[src/verilog/irq_ctrl_pkg.sv]
// Package of register offsets, field positions, vectors and sequence timing for the interrupt controller.
package irq_ctrl_pkg;

    // Register addresses inside the special function area.
    localparam logic [7:0] ENABLE_LOW_ADDR   = 8'h3A;
    localparam logic [7:0] ENABLE_HIGH_ADDR  = 8'h3B;
    localparam logic [7:0] PENDING_LOW_ADDR  = 8'h3C;
    localparam logic [7:0] PENDING_HIGH_ADDR = 8'h3D;

    // Field positions and reset values.
    localparam int          MASTER_BIT      = 0;
    localparam int          FIRST_MASKABLE  = 4;
    localparam int          NUM_SOURCES     = 16;
    localparam int          WDT_SRC         = 3;
    localparam int          TRAP_SRC        = 2;
    localparam logic [15:0] ENABLE_RESET    = 16'h0000;
    localparam logic [15:0] PENDING_RESET   = 16'h0000;
    localparam logic [15:0] SW_CLEARABLE    = 16'hFFF3;

    // Shared sources and their selector bit positions.
    localparam int          SEL_SRC9        = 0;
    localparam int          SEL_SRC14       = 1;
    localparam int          SEL_SRC15       = 2;
    localparam logic [2:0]  SELECT_RESET    = 3'h0;

    // Vector base: source n uses FFFE minus 2n; soft trap shares FFFC.
    localparam logic [15:0] VECTOR_TOP      = 16'hFFFE;
    localparam logic [15:0] SOFT_VECTOR     = 16'hFFFC;
    localparam logic [15:0] STACK_FRAME     = 16'h0003;
    localparam logic [7:0]  SOFT_TRAP_CODE  = 8'hFF;

    // Acceptance sequence length in machine cycles.
    localparam int          ACCEPT_CYCLES   = 8;

    // Acceptance sequence states, Gray coded from IDLE to DONE; DONE back to IDLE changes two bits.
    typedef enum logic [3:0] {
        ST_IDLE  = 4'b0000,
        ST_CLR   = 4'b0001,
        ST_PSW   = 4'b0011,
        ST_PCH   = 4'b0010,
        ST_PCL   = 4'b0110,
        ST_VLO   = 4'b0111,
        ST_VHI   = 4'b0101,
        ST_JUMP  = 4'b0100,
        ST_DONE  = 4'b1100
    } accept_state_t;

endpackage

[src/verilog/irq_controller.sv]
// Interrupt controller: request latches, enables, factor selection and acceptance sequence.
`timescale 1ns/1ns
module irq_controller
    import irq_ctrl_pkg::*;
(
    input  wire logic        clk_sys,
    input  wire logic        rst,
    // Register port from the core.
    input  wire logic [7:0]  reg_addr,
    input  wire logic        reg_write,
    input  wire logic [7:0]  reg_wdata,
    output logic      [7:0]  reg_rdata,
    // Shared-factor selector, one bit per shared source.
    input  wire logic [2:0]  shared_factor_select,
    // Request pulses; bits 9, 14, 15 carry factor A, the alt vector factor B.
    input  wire logic [15:0] source_request,
    input  wire logic [2:0]  alt_factor_request,
    // Core sequencing.
    input  wire logic        instr_last_cycle,
    input  wire logic        soft_trap_exec,
    input  wire logic        undef_exec,
    input  wire logic        maskable_return,
    input  wire logic        nonmaskable_return,
    input  wire logic [15:0] pc_now,
    input  wire logic [15:0] sp_now,
    input  wire logic [7:0]  program_status_word,
    input  wire logic [7:0]  stack_rdata,
    // Fetch checks.
    input  wire logic        fetch_valid,
    input  wire logic        fetch_nonexistent,
    input  wire logic        fetch_in_data_area,
    input  wire logic        trap_as_interrupt,
    input  wire logic [7:0]  mem_rdata,
    output logic      [7:0]  fetch_data,
    output logic             trap_reset_req,
    // Sequence outputs to the core.
    output logic             accept_busy,
    output logic             stack_write,
    output logic      [15:0] stack_addr,
    output logic      [7:0]  stack_wdata,
    output logic      [15:0] sp_load,
    output logic             sp_load_en,
    output logic      [15:0] vector_addr,
    output logic             pc_load_en,
    output logic      [7:0]  psw_restore,
    output logic             psw_restore_en,
    output logic             accept_ack
);

    ////////////////////////////////////////////////////////////////////////////
    // Registers and internal signals.
    logic [15:0]   enable_register;
    logic [15:0]   request_latch;
    logic [15:0]   gated_request;
    logic [15:0]   set_pulse;
    logic [15:0]   clear_mask;
    logic          master_irq_enable;
    logic          pick_found;
    logic [3:0]    pick_index;
    logic          soft_pending;
    logic          take_soft;
    logic [3:0]    taken_index;
    logic [15:0]   saved_sp;
    logic [15:0]   saved_pc;
    logic [7:0]    saved_psw;
    logic [2:0]    ret_step;
    logic [15:0]   sw_clear;
    accept_state_t state;
    accept_state_t next_state;

    assign master_irq_enable = enable_register[MASTER_BIT];

    ////////////////////////////////////////////////////////////////////////////
    // Shared-source factor selection: unselected factors are simply dropped,
    // since holding them would fire a stale request after the selector moves.
    always_comb
    begin
        set_pulse = source_request;
        set_pulse[9]  = shared_factor_select[SEL_SRC9]  ? alt_factor_request[0]
                                                        : source_request[9];
        set_pulse[14] = shared_factor_select[SEL_SRC14] ? alt_factor_request[1]
                                                        : source_request[14];
        set_pulse[15] = shared_factor_select[SEL_SRC15] ? alt_factor_request[2]
                                                        : source_request[15];
        set_pulse[1:0] = 2'b00;
        set_pulse[TRAP_SRC] = source_request[TRAP_SRC] | (fetch_valid & fetch_in_data_area
                                                          & trap_as_interrupt);
    end

    // Address trap either interrupts or asks for a reset, as the core selects.
    assign trap_reset_req = fetch_valid & fetch_in_data_area & ~trap_as_interrupt;

    // Nonexistent memory reads back as the soft trap opcode.
    assign fetch_data = fetch_nonexistent ? SOFT_TRAP_CODE : mem_rdata;

    ////////////////////////////////////////////////////////////////////////////
    // Software clear: a written zero clears, a one leaves the latch alone; latches 2 and 3 never clear this way.
    always_comb
    begin
        sw_clear = 16'h0000;
        if (reg_write && reg_addr == PENDING_LOW_ADDR)
            sw_clear[7:0] = ~reg_wdata;
        if (reg_write && reg_addr == PENDING_HIGH_ADDR)
            sw_clear[15:8] = ~reg_wdata;
        sw_clear = sw_clear & SW_CLEARABLE;
    end

    // Acknowledge clears only the accepted source latch.
    always_comb
    begin
        clear_mask = sw_clear;
        if (accept_ack && !take_soft)
            clear_mask[taken_index] = 1'b1;
    end

    ////////////////////////////////////////////////////////////////////////////
    // Request latches; a new request in the clearing cycle wins over the clear.
    genvar g;
    generate
        for (g = 0; g < NUM_SOURCES; g++)
        begin : g_latch
            always_ff @(posedge clk_sys)
            begin
                if (rst)
                    request_latch[g] <= PENDING_RESET[g];
                else if (set_pulse[g])
                    request_latch[g] <= 1'b1;
                else if (clear_mask[g])
                    request_latch[g] <= 1'b0;
            end
        end
    endgenerate

    ////////////////////////////////////////////////////////////////////////////
    // Gating: sources 2 and 3 are non-maskable, sources 4 to 15 need master and own flag, 0 and 1 never pass.
    always_comb
    begin
        gated_request = 16'h0000;
        gated_request[TRAP_SRC] = request_latch[TRAP_SRC];
        gated_request[WDT_SRC]  = request_latch[WDT_SRC];
        for (int i = FIRST_MASKABLE; i < NUM_SOURCES; i++)
        begin
            gated_request[i] = request_latch[i] & enable_register[i]
                               & master_irq_enable;
        end
    end

    irq_priority u_priority (
        .request (gated_request),
        .found   (pick_found),
        .index   (pick_index)
    );

    // Soft trap and undefined opcode are remembered until the sequence takes them.
    always_ff @(posedge clk_sys)
    begin
        if (rst)
            soft_pending <= 1'b0;
        else if (soft_trap_exec || undef_exec)
            soft_pending <= 1'b1;
        else if (accept_ack && take_soft)
            soft_pending <= 1'b0;
    end

    ////////////////////////////////////////////////////////////////////////////
    // Acceptance sequence: eight cycles, from the last instruction cycle, or at once for a soft trap or undefined opcode.
    always_comb
    begin
        next_state = state;
        case (state)
            ST_IDLE:
            begin
                if (soft_trap_exec || undef_exec || soft_pending)
                    next_state = ST_CLR;
                else if (instr_last_cycle && pick_found)
                    next_state = ST_CLR;
            end
            ST_CLR:  next_state = ST_PSW;
            ST_PSW:  next_state = ST_PCH;
            ST_PCH:  next_state = ST_PCL;
            ST_PCL:  next_state = ST_VLO;
            ST_VLO:  next_state = ST_VHI;
            ST_VHI:  next_state = ST_JUMP;
            ST_JUMP: next_state = ST_DONE;
            ST_DONE: next_state = ST_IDLE;
            default: next_state = ST_IDLE;
        endcase
    end

    always_ff @(posedge clk_sys)
    begin
        if (rst)
            state <= ST_IDLE;
        else
            state <= next_state;
    end

    // Capture source, PC, SP and status when the sequence starts.
    always_ff @(posedge clk_sys)
    begin
        if (rst)
        begin
            take_soft   <= 1'b0;
            taken_index <= 4'h0;
            saved_pc    <= 16'h0000;
            saved_sp    <= 16'h0000;
            saved_psw   <= 8'h00;
        end
        else if (state == ST_IDLE && next_state == ST_CLR)
        begin
            take_soft   <= soft_trap_exec | undef_exec | soft_pending;
            taken_index <= pick_index;
            saved_pc    <= pc_now;
            saved_sp    <= sp_load_en ? sp_load : sp_now; // A return may still be raising SP.
            saved_psw   <= {program_status_word[7:1], master_irq_enable};
        end
    end

    ////////////////////////////////////////////////////////////////////////////
    // Enable registers; master enable is cleared on acceptance, reloaded on return.
    always_ff @(posedge clk_sys)
    begin
        if (rst)
        begin
            enable_register <= ENABLE_RESET;
        end
        else
        begin
            if (reg_write && reg_addr == ENABLE_LOW_ADDR)
                enable_register[7:0] <= reg_wdata;
            if (reg_write && reg_addr == ENABLE_HIGH_ADDR)
                enable_register[15:8] <= reg_wdata;
            if (state == ST_CLR)
                enable_register[MASTER_BIT] <= 1'b0;
            else if (psw_restore_en)
                enable_register[MASTER_BIT] <= stack_rdata[MASTER_BIT];
        end
    end

    assign accept_ack  = (state == ST_CLR);
    assign accept_busy = (state != ST_IDLE);

    ////////////////////////////////////////////////////////////////////////////
    // Stack pushes: status at SP, PC high at SP-1, PC low at SP-2, so afterward
    // the low byte sits at new SP+1 and the high byte at new SP+2.
    always_ff @(posedge clk_sys)
    begin
        if (rst)
        begin
            stack_write <= 1'b0;
            stack_addr  <= 16'h0000;
            stack_wdata <= 8'h00;
            sp_load     <= 16'h0000;
            sp_load_en  <= 1'b0;
            vector_addr <= 16'h0000;
            pc_load_en  <= 1'b0;
        end
        else
        begin
            stack_write <= (state == ST_PSW) || (state == ST_PCH) || (state == ST_PCL);
            sp_load_en  <= 1'b0;
            pc_load_en  <= 1'b0;
            case (state)
                ST_PSW:
                begin
                    stack_addr  <= saved_sp;
                    stack_wdata <= saved_psw;
                end
                ST_PCH:
                begin
                    stack_addr  <= saved_sp - 16'h0001;
                    stack_wdata <= saved_pc[15:8];
                end
                ST_PCL:
                begin
                    stack_addr  <= saved_sp - 16'h0002;
                    stack_wdata <= saved_pc[7:0];
                    sp_load     <= saved_sp - STACK_FRAME;
                    sp_load_en  <= 1'b1;
                end
                ST_JUMP:
                begin
                    vector_addr <= take_soft ? SOFT_VECTOR
                                             : VECTOR_TOP - {11'h000, taken_index, 1'b0};
                    pc_load_en  <= 1'b1;
                end
                ST_IDLE:
                begin
                    if (ret_step == 3'h3)
                    begin
                        sp_load    <= sp_now + STACK_FRAME;
                        sp_load_en <= 1'b1;
                    end
                end
                default:     stack_addr  <= stack_addr;
            endcase
        end
    end

    ////////////////////////////////////////////////////////////////////////////
    // Return: the core pops PC itself; status pop is flagged at the third step.
    // Both return kinds behave alike here; picking the right one is software's job.
    always_ff @(posedge clk_sys)
    begin
        if (rst)
            ret_step <= 3'h0;
        else if (maskable_return || nonmaskable_return)
            ret_step <= 3'h1;
        else if (ret_step != 3'h0)
            ret_step <= (ret_step == 3'h3) ? 3'h0 : ret_step + 3'h1;
    end

    assign psw_restore_en = (ret_step == 3'h3);
    assign psw_restore    = stack_rdata;

    ////////////////////////////////////////////////////////////////////////////
    // Register reads return live pending state and enables.
    always_ff @(posedge clk_sys)
    begin
        if (rst)
        begin
            reg_rdata <= 8'h00;
        end
        else
        begin
            case (reg_addr)
                ENABLE_LOW_ADDR:   reg_rdata <= enable_register[7:0];
                ENABLE_HIGH_ADDR:  reg_rdata <= enable_register[15:8];
                PENDING_LOW_ADDR:  reg_rdata <= request_latch[7:0];
                PENDING_HIGH_ADDR: reg_rdata <= request_latch[15:8];
                default:           reg_rdata <= 8'h00;
            endcase
        end
    end

endmodule

[src/verilog/irq_priority.sv]
// Fixed-priority pick of the lowest-numbered requesting interrupt source.
`timescale 1ns/1ns
module irq_priority
    import irq_ctrl_pkg::*;
(
    input  wire logic [15:0] request,
    output logic             found,
    output logic [3:0]       index
);

    // Lowest source number wins; scanning downward lets it overwrite the others.
    always_comb
    begin
        found = 1'b0;
        index = 4'h0;
        for (int i = NUM_SOURCES - 1; i >= TRAP_SRC; i--)
        begin
            if (request[i])
            begin
                found = 1'b1;
                index = 4'(i);
            end
        end
    end

endmodule
[config.mk]
export PLATFORM = sky130hd
export DESIGN_NAME = irq_controller
export DESIGN_NICKNAME = d
export VERILOG_FILES = /design/src/verilog/irq_ctrl_pkg.sv /design/src/verilog/irq_controller.sv /design/src/verilog/irq_priority.sv
export SDC_FILE = /design/constraint.sdc
export NUM_CORES = 1
export LEC_CHECK = 0
export BUFFER_PORTS_ARGS = -buffer_cell sky130_fd_sc_hd__buf_2
export CAP_MARGIN = 20
export CORE_ASPECT_RATIO = 0.5
export CORE_UTILIZATION = 57
export DETAILED_ROUTE_END_ITERATION = 8
export PLACE_DENSITY = 0.89
export SYNTH_ARGS = -nofsm -noshare
export SYNTH_HDL_FRONTEND = slang
export SYNTH_SLANG_ARGS = --single-unit
[constraint.sdc]
create_clock -name clk_sys -period 4.8 [get_ports clk_sys]
set_input_delay 0.72 -clock clk_sys [delete_from_list [all_inputs] [get_ports clk_sys]]
set_output_delay 0.72 -clock clk_sys [all_outputs]
set_load 0.005 [all_outputs]
; ---- Word level (Yosys, flattened, before mapping)
; Index checks and enable logic that the tools add are counted.
[classes]
add_sub_neg = 6
order_cmp = 2
eq_ne = 14
muxes = 85
bitwise_logic = 33
reduce_logical = 40
[op_table]
columns = cell, count
row1 = 16-bit two-way mux, 4
row2 = 4-bit two-way mux, 16
row3 = 1-bit two-way mux, 54
row4 = 16-bit case mux with 3 select lines, 1
row5 = 2-bit nonzero test, 18
row6 = "8-bit by 6-bit equality test with 1-bit output, second input constant", 4
row7 = 16-bit case mux with 2 select lines, 1
row8 = 4-bit case mux with 8 select lines, 1
row9 = 8-bit case mux with 4 select lines, 1
row10 = "16-bit by 2-bit subtractor with 16-bit output, second input constant", 2
row11 = 1-bit bitwise AND, 27
row12 = 8-bit two-way mux, 3
row13 = 8-bit case mux with 3 select lines, 1
row14 = "16-bit by 2-bit adder with 16-bit output, second input constant", 1
row15 = "4-bit by 3-bit equality test with 1-bit output, second input constant", 4
row16 = 16-bit OR, 1
row17 = "16-bit by 1-bit subtractor with 16-bit output, second input constant", 1
row18 = 1-bit logical AND, 9
row19 = "4-bit by 1-bit equality test with 1-bit output, second input constant", 2
row20 = "4-bit by 2-bit equality test with 1-bit output, second input constant", 2
row21 = 8-bit NOT, 1
row22 = "2-bit by 6-bit subtractor with 7-bit output, first input constant", 1
row23 = 3-bit nonzero test, 2
row24 = 1-bit logical OR, 5
row25 = 15 further kinds, 18
[word_totals]
regBits = 150
in_bits = 106
out_inout_bits = 87
word_cells = 214

; ---- Depth between registers and ports, before layout
; Gate-level depths: netlist (run 1).
[depth]
ltp_word = 22
ltp_mapped = 9
mapped_depth_nobuf = 8

; ---- Cells and area by module
; Synthesis (run 1) repeated with hierarchy kept, for this count alone.
[hier_totals]
cells_unflattened = 855
area_unflattened_um2 = 7066.8
[modules_own_cells]
columns = module, instances, cells_each, area_per_inst_um2, seq_area_each_um2
row1 = irq_controller, 1, 827, 6920.4, 2782.7
row2 = irq_priority, 1, 28, 146.4, 0.0

; ---- Least setup slack after synthesis (run 1)
; No wires, ideal clock.
[synth_path]
path_kind = input to register
start = in reg_addr[6]
end = reg enable_register[0]
setup_ns = 0.115
arrival_time_ns = 2.216
required_time_ns = 4.685
path_slack_ns = 2.469
cell_stages = 6
path_buffers = 1
path_cell_list = nand4bb_1 -> clkbuf_1 -> nor4_2 -> nand2_1 -> mux2i_1 -> a2111oi_0
[synth_between]
elab_chain_cells = 3
[synth_lines]
columns = item, line_no
row1 = start: declaration, irq_controller.sv:9  ; input wire logic [7:0] reg_addr,
row2 = 8-bit by 6-bit equality test with 1-bit output, irq_controller.sv:229  ; if (reg_write && reg_addr == ENABLE_LOW_ADDR)
row3 = 1-bit logical AND, irq_controller.sv:229
row4 = 2-bit nonzero test (no source line), --
row5 = end signal: assignment, irq_controller.sv:230  ; enable_register[7:0] <= reg_wdata;
row6 = end signal: indexed assignment, irq_controller.sv:236  ; enable_register[MASTER_BIT] <= stack_rdata[MASTER_BIT];
row7 = end: declaration, irq_controller.sv:52  ; logic [15:0] enable_register;
; Every way passes these cells.
; A chain may end at the register's enable or synchronous reset.

; ---- Worst setup path in the final report (run 1)
[layout_path]
start = reg state[0]
end = reg taken_index[0]
[layout_between]
elab_chain_cells = 5
word_cells_on_any_way = 13
classes_between = eq/ne: 8 / mux: 3 / reduce/logical: 2
[layout_lines]
columns = item, line_no
row1 = start: declaration, irq_controller.sv:68  ; accept_state_t state;
row2 = start signal: assignment, irq_controller.sv:195  ; state <= next_state;
row3 = 4-bit two-way mux, irq_controller.sv:175  ; else if (instr_last_cycle && pick_found)
row4 = 4-bit two-way mux, irq_controller.sv:173  ; if (soft_trap_exec || undef_exec || soft_pending)
row5 = 4-bit case mux with 8 select lines, irq_controller.sv:170  ; case (state)
row6 = 4-bit by 1-bit equality test with 1-bit output, irq_controller.sv:209  ; else if (state == ST_IDLE && next_state == ST_CLR)
row7 = 1-bit logical AND (*), irq_controller.sv:209
row8 = end signal: assignment, irq_controller.sv:212  ; taken_index <= pick_index;
row9 = end: declaration, irq_controller.sv:62  ; logic [3:0] taken_index;
; Mark *: on every way between the ends. The rest lies on a longest branch, timed or not.

==> results of run 1 <==
flip-flops by register name (all words and copies together) (netlist names), 3 cells and up:
signal           flops
stack_addr          16
ret_step             3
reg_rdata            8
saved_sp            16
saved_psw            8
vector_addr          5
request_latch       12
sp_load             16
saved_pc            16
enable_register     16
taken_index          4
state                4
stack_wdata          8
critical path: stages (launching register included):
cell and delay, ns:
dfxtp_1 0.48, nor4_4 0.90, inv_2 0.38, nor2_4 0.92, nand2_1 0.26, o41ai_2 0.34
stage by stage:
stage	total power, mW	hold WS (ns)	instance area (µm²)	cells	utilization [%]
after floorplan	3.08	0.428	7260	883	-
after global placement	3.49	0.433	7970	1141	65.8
after detailed placement	3.56	0.442	7970	1141	65.8
after CTS	4.97	0.450	8590	1171	70.9
after global routing	5.33	0.465	8620	1172	71.1
final	5.03	0.447	8620	1173	71.1
where the power goes:
group	internal [mW]	switching, mW	total, mW
Clock	0.895	0.506	1.40
Sequential	1.42	0.324	1.74
Combinational	0.742	1.14	1.89
Total	3.06	1.98	5.03
Yosys cell counts (all sizes together) (2+ instances only):
| library cell | number | area share [%] |
|---|---|---|
| a2111oi | 2 | 0.50 |
| or2 | 10 | 0.86 |
| nor3b | 5 | 0.52 |
| a22o | 5 | 0.60 |
| o22ai | 2 | 0.17 |
| a22oi | 19 | 2.0 |
| a31oi | 4 | 0.34 |
| nand3b | 3 | 0.31 |
| a41o | 2 | 0.28 |
| nor3 | 19 | 1.4 |
| o211ai | 7 | 0.72 |
| xor2 | 17 | 2.0 |
| nand4 | 10 | 0.86 |
| nand2 | 70 | 3.6 |
| a21boi | 3 | 0.31 |
| nor2 | 44 | 2.5 |
| nand2b | 7 | 0.60 |
| o221ai | 13 | 1.6 |
| o21ai | 55 | 3.8 |
| a311oi | 5 | 0.60 |
| nor2b | 5 | 0.43 |
| xnor2 | 19 | 2.3 |
| and2 | 4 | 0.34 |
| a32oi | 2 | 0.24 |
| buf | 40 | 3.5 |
| o21a | 3 | 0.31 |
| a21oi | 107 | 7.4 |
| ha | 8 | 1.4 |
| and4 | 3 | 0.36 |
| o31ai | 5 | 0.52 |
| or3 | 3 | 0.26 |
| clkbuf | 48 | 2.5 |
| mux2i | 25 | 3.4 |
| nor4 | 15 | 2.3 |
| a221oi | 2 | 0.24 |
| a221o | 8 | 1.1 |
| o2111ai | 2 | 0.24 |
| inv | 34 | 1.8 |
| dfxtp | 139 | 38 |
| a211oi | 29 | 3.1 |
| nand3 | 65 | 4.5 |
layer usage:
layer  routed length (µm)  part of all wire [%]  track usage, %
met3                 1740                   8.2            6.41
met4                  485                   2.3            13.2
met2                10000                    47            55.7
met1                 8920                    42            39.7
met5                    0                     0               0
cell type report:
| type | instances | area [µm²] |
|---|---|---|
| Clock buffer | 20 | 457 |
| Multi-Input combinational cell | 622 | 3930 |
| Timing Repair Buffer | 182 | 953 |
| Clock inverter | 10 | 164 |
| Antenna cell | 1 | 2.50 |
| Tap cell | 165 | 206 |
| Sequential cell | 139 | 2780 |
| Fill cell | 950 | 3500 |
| Inverter | 34 | 128 |
final timing paths:
kind	start	endpoint	slack, ns	cells past startpoint
setup / recovery	state[0]	taken_index[0]	1.42	5
hold / removal	saved_pc[6]	stack_wdata[6]	0.45	2
setup reg to reg	state[0]	taken_index[0]	1.42	5
hold reg to reg	saved_pc[6]	stack_wdata[6]	0.45	2
logic make-up after synthesis:
kind of cell	share of synthesized area (%)
simple gates	19.9
buf+inv	7.70
other cells	0.0516
compound gates	24.9
mux	3.44
flops	38.3
fa+ha+maj	1.38
xor+xnor	4.34
==> results.cfg, run 1 <==
[worst_hold_path]
hold_path_class = flop to flop

[final_layout]
drive_above_1_share_pct = 23.9
area_growth_pct = 18.7
layout_common_cells = buf_2 (173), dfxtp_1 (139), a21oi_1 (107)
fin_nets = 1110
final_common_cell = buf_2

[global_route]
antenna_found_initial = 0
grt_max_degree = 86
grt_overflow = 0
first_global_vias = 6742
grt_pass1_wl_mm = 33.3
grt_usage_pct = 32.1

[routing]
finalWirelength_mm = 21.1
vias_per_cell = 6.27
dr.pass1.iters = 5
post_drt_wl_per_cell_um = 18.0
via_count = 7350
first_iter_violations = 870
antenna_left = 0
drc = 0

[clock_tree]
cts_tree = built
cts.htree.levels = 4
clock_sink_count = 139
cts.repair.resized = 0
cts_root_buf = clkbuf_16
cts_buffer_depth = 2
hold_buffers = 0
clk_pin_slew_ns = 0.06
clk_latency_ns = 0.42
cts-buffers-inserted = 17
cts_setup_buffers = 0

[placement]
gp_congestion = 0.926
preCtsSetupSlack_ns = 1.58
hpwl_mm = 14.3
io_buffers = 174

[pwr]
irDropWorstVdd_v = 0.000411
powerDensity_mw_per_mm2 = 584
cellLeakagePower_nw = 3.39

[yosys]
synth_sequential_area_ratio_pct = 38.3
ys_types = 67
async_reset_ff_share_pct = 0
synth.avg_cell_area_um2 = 8.23
ys.warnings.count = 0
synthFlopType = dfxtp_1
syn_nets = 997
synthCells = 883
synth-edff-count = 0
ys_seq_elements = 139
synth_area_mm2 = 0.00726

[timing]
tightest_slew_ns = 1.06
fin_crit_ns = 3.38
slew_headroom_pct = 29.4
fin_ws_ns = 1.42
tns_ns = 0
clock_skew_ns = 0.00921
setup_viol = 0
max_freq_mhz = 296
drv_slew = 0
hold_violations = 0
fin_crit_sh_pct = 70.5
rsz0062_at_grt = no

[worst_setup_path]
worstSetupPathType = flop to flop
cp_data_required_time_ns = 5.12
cp.arrival_ns = 3.71
start_kind = flop
cp-end-kind = flop
critical_path.max_fanout = 44

[floorplan]
ios = 193
die_w_um = 162
die_h_um = 81.8
start_util_pct = 59.9
dieArea_mm2 = 0.0132
core_mm2 = 0.0121
rows = 28

[flow_run]
maxCapViolCount = 0

[status]
status = completed
Note: power is estimated with default switching activity, not from simulation.
==> run 2: changes to the inputs <==
CORE_UTILIZATION = 53   (was 57)
PLACE_DENSITY = 0.84   (was 0.89)
clock period = 3.3 ns   (was 4.8 ns; I/O delays follow)
==> results.cfg, run 2 (synthesis gave the netlist of run 1 again) <==
[routing]
vias_per_cell = 6.11
via_count = 7238
drc = 0
finalWirelength_mm = 20.5
dr.pass1.iters = 6
antenna_left = 0
post_drt_wl_per_cell_um = 17.3
first_iter_violations = 746

[global_route]
antenna_found_initial = 0
grt_overflow = 0
first_global_vias = 6791
grt_max_degree = 75
grt_usage_pct = 28.8
grt_pass1_wl_mm = 32.9

[worst_setup_path]
cp_slowest_cell = nor2_4
crit_chain = nor4_4 -> buf_4 -> inv_2 -> nor2_4 -> buf_4 -> nand3_1 -> a21oi_1
rrSetupSlack_ns = 0.76
cp-end-kind = flop
rr_startpoint = state[0]
cp_data_required_time_ns = 3.63
worstSetupPathType = flop to flop
crit_top_cell = buf_4
start_kind = flop
critical_path.max_fanout = 24
reg2regPathDepth = 7
cp.arrival_ns = 2.88
r2r_end = saved_pc[14]
slowest_delay_ns = 0.49

[timing]
clock_skew_ns = 0.0113
fin_ws_ns = 0.757
hold_violations = 0
fin_crit_ns = 2.54
fin_crit_sh_pct = 77.1
setup_viol = 0
max_freq_mhz = 393
tightest_slew_ns = 1.01
hold_slack_ns = 0.250
rsz0062_at_grt = no
tns_ns = 0
drv_slew = 0
slew_headroom_pct = 32.8

[floorplan]
ios = 193
dieArea_mm2 = 0.0142
die_h_um = 84.8
die_w_um = 168
start_util_pct = 55.8
core_mm2 = 0.0130
rows = 29

[pwr]
cellLeakagePower_nw = 3.36
irDropWorstVdd_v = 0.000423
powerDensity_mw_per_mm2 = 811

[clock_tree]
cts-buffers-inserted = 17
cts.htree.levels = 4
clk_latency_ns = 0.42
cts_tree = built
cts_setup_buffers = 0
hold_buffers = 0
cts_root_buf = clkbuf_16
clk_pin_slew_ns = 0.06
clock_sink_count = 139
cts.repair.resized = 0
cts_buffer_depth = 2

[placement]
hpwl_mm = 14.2
preCtsSetupSlack_ns = 0.826
io_buffers = 174
dpl_cell_area_mm2 = 0.00804
gp_congestion = 0.949

[worst_hold_path]
min_path_cells = 2
min_to = ret_step[1]
hold_path_startpoint = nonmaskable_return
hold_path_class = primary input to flop

[final_layout]
layout_common_cells = buf_2 (173), dfxtp_1 (139), a21oi_1 (107)
area_growth_pct = 17.6
n_fill_cell = 1114
drive_above_1_share_pct = 24.5
fin_nets = 1117
final_common_cell = buf_2
finalInstanceArea_mm2 = 0.00855
diodes = 0

[status]
status = completed

[flow_run]
maxCapViolCount = 0
-- run 2: cell types whose count changed in the layout (fill, tap and decap cells not counted) --
cell	delta
buf_4	+8
diode_2	-1
buf_16	-1
clkinv_4	+2
clkinvlp_4	+2
inv_6	-2
clkbuf_8	-2
bufinv_16	-4
clkinv_2	+4
-- run 2: report_power, final --
part           switching, mW  leakage [nW]  total, mW  internal (mW)
clock network          0.736         0.247       1.68          0.944
registers              0.465          1.14       2.53           2.06
logic                   1.63          1.97       2.72           1.09
-- run 2: worst max-delay path by stage --
| stage | startpoint | endpoint | slack [ns] | cells past startpoint |
|---|---|---|---|---|
| after detailed placement | state[0] | saved_pc[14] | 0.83 | 7 |
| after CTS | state[0] | saved_pc[14] | 0.82 | 7 |
| after global placement | state[0] | saved_pc[2] | 0.94 | 7 |
| after floorplan | saved_sp[2] | sp_load[9] | 1.09 | 8 |
| after global routing | state[0] | saved_pc[3] | 0.65 | 7 |
| final | state[0] | saved_pc[14] | 0.76 | 7 |
-- run 2: area by class of cell --
cell class                      instances  area (µm²)  share of cell area, %
Clock buffer                           18         429                   5.02
Clock inverter                         12        78.8                  0.922
Sequential cell                       139        2780                   32.6
Tap cell                              170         213                   2.49
Multi-Input combinational cell        622        3930                   46.0
Timing Repair Buffer                  189         986                   11.5
Inverter                               34         128                   1.49
-- run 2: metrics by stage --
step	total power [mW]	instances	util (%)
4_1_cts	6.91	1184	65.6
3_3_place_gp	5.13	1154	61.7
5_1_grt	7.33	1184	65.6
6_report	6.93	1184	65.6
3_5_place_dp	5.22	1154	61.7
2_1_floorplan	4.48	883	-
-- run 2: worst max-delay path, delay by kind of cell (launching register included) --
family	cells	cell delay, ns
DFF	1	0.47
buffers and inverters	3	0.84
AOI/OAI and AO/OA	1	0.20
and+or+nand+nor	3	0.94
-- run 2: per-layer routing --
metal / up-vias / GRT usage [%] / part of all wire [%]
li1: 3438 / - / -
met1: 3410 / 36.5 / 43
met2: 340 / 48.4 / 48
met3: 50 / 5.09 / 7.3
met4: 0 / 13.1 / 2.3
met5: - / 0 / 0
==> run 3: changes to the inputs <==
clock period = 2.55 ns   (was 3.3 ns; I/O delays follow)
==> results.cfg, run 3 (synthesis gave the netlist of run 1 again) <==
[clock_tree]
clk_pin_slew_ns = 0.06
cts_root_buf = clkbuf_16
cts.repair.resized = 0
hold_buffers = 0
cts.htree.levels = 4
clk_latency_ns = 0.42
cts_setup_buffers = 0
cts_buffer_depth = 2
cts_tree = built
cts-buffers-inserted = 17
clock_sink_count = 139

[routing]
vias_per_cell = 6.09
first_iter_violations = 835
finalWirelength_mm = 20.6
drc = 0
antenna_left = 0
post_drt_wl_per_cell_um = 17.2
via_count = 7300
dr.pass1.iters = 5

[global_route]
grt_max_degree = 88
grt_overflow = 0
antenna_found_initial = 1
grt_pass1_wl_mm = 33.2
first_global_vias = 6658
grt_usage_pct = 29.1

[timing]
slew_headroom_pct = 55.7
setup_viol = 0
max_freq_mhz = 458
drv_slew = 0
clock_skew_ns = 0.0143
tns_ns = 0
hold_violations = 0
hold_slack_ns = 0.139
fin_crit_sh_pct = 85.7
fin_crit_ns = 2.18
tightest_slew_ns = 0.659
rsz0062_at_grt = no

[final_layout]
layout_common_cells = buf_2 (173), dfxtp_1 (139), a21oi_1 (107)
final_common_cell = buf_2
drive_above_1_share_pct = 25.3
fin_nets = 1129
area_growth_pct = 20.4
finalInstanceArea_mm2 = 0.00875

[floorplan]
rows = 29
die_h_um = 84.8
die_w_um = 168
core_mm2 = 0.0130
dieArea_mm2 = 0.0142
start_util_pct = 55.8
ios = 193

[worst_setup_path]
crit_chain = nor4_4 -> inv_2 -> nor2_4 -> nand2_1 -> o41ai_2
worstSetupPathType = flop to flop
slowest_delay_ns = 0.50
cp_slowest_cell = nor2_4
cp-end-kind = flop
critical_path.max_fanout = 20
crit_start = state[3]
reg2regPathDepth = 5
start_kind = flop
cp_data_required_time_ns = 2.87
cp.arrival_ns = 2.51
r2r_end = taken_index[0]
endpoint = taken_index[0]
rrSetupSlack_ns = 0.37
rr_startpoint = state[3]

[worst_hold_path]
hold_path_class = primary input to flop

[pwr]
cellLeakagePower_nw = 3.46
powerDensity_mw_per_mm2 = 1070
irDropWorstVdd_v = 0.000642

[placement]
dpl_cell_area_mm2 = 0.00817
io_buffers = 174
gp_congestion = 0.934
hpwl_mm = 14.5

[flow_run]
maxCapViolCount = 0

[status]
status = completed
-- run 3: changes by cell type in the layout (fill, tap and decap cells not counted), sizes merged --
cell	change
buf	+12
clkbuf	+4
bufinv	+2
clkinvlp	+1
clkinv	-4
diode	+1
inv	-1
-- run 3: area by class of cell --
cell class / count / area, µm²
Antenna cell: 1 / 2.50
Clock buffer: 22 / 464
Clock inverter: 10 / 118
Fill cell: 1093 / 4280
Inverter: 34 / 128
Multi-Input combinational cell: 622 / 3930
Sequential cell: 139 / 2780
Tap cell: 170 / 213
Timing Repair Buffer: 201 / 1110
-- run 3: how the worst min path moves through the flow --
| stage | endpoint | cells past startpoint | start | slack (ns) |
|---|---|---|---|---|
| detailed placement | stack_wdata[3] | 2 | saved_pc[3] | 0.45 |
| floorplan | stack_wdata[0] | 2 | saved_pc[0] | 0.43 |
| finish | ret_step[1] | 2 | maskable_return | 0.14 |
| CTS | ret_step[1] | 2 | maskable_return | 0.13 |
| global placement | stack_wdata[5] | 2 | saved_pc[5] | 0.43 |
| global route | ret_step[1] | 2 | nonmaskable_return | 0.15 |
-- run 3: worst max-delay path: cells and delay by family (launching register included) --
kind	cells	cell delay [ns]
AOI/OAI and AO/OA	1	0.34
buffers and inverters	1	0.22
DFF	1	0.46
and+or+nand+nor	3	1.06
-- run 3: report_power, final --
| part | switching, mW | internal (mW) | leakage [nW] |
|---|---|---|---|
| Sequential | 0.555 | 2.67 | 1.14 |
| Combinational | 2.19 | 1.52 | 2.05 |
| Clock | 0.947 | 1.49 | 0.272 |
-- run 3: per-stage QoR --
stage | power, mW | setup slack (ns) | cells | utilization (%)
floorplan | 5.80 | 0.344 | 883 | -
global placement | 6.76 | 0.445 | 1166 | 62.7
detailed placement | 6.90 | 0.284 | 1166 | 62.7
CTS | 9.34 | 0.399 | 1198 | 67.2
global route | 9.91 | 0.216 | 1199 | 67.2
finish | 9.38 | 0.365 | 1199 | 67.2
-- run 3: routing by layer --
| layer | vias to the layer above | share of wire, % | GRT usage, % |
|---|---|---|---|
| li1 | 3452 | - | - |
| met1 | 3448 | 43 | 36.8 |
| met2 | 354 | 48 | 49.6 |
| met3 | 46 | 6.7 | 4.95 |
| met4 | 0 | 2.1 | 11.6 |
| met5 | - | 0 | 0 |
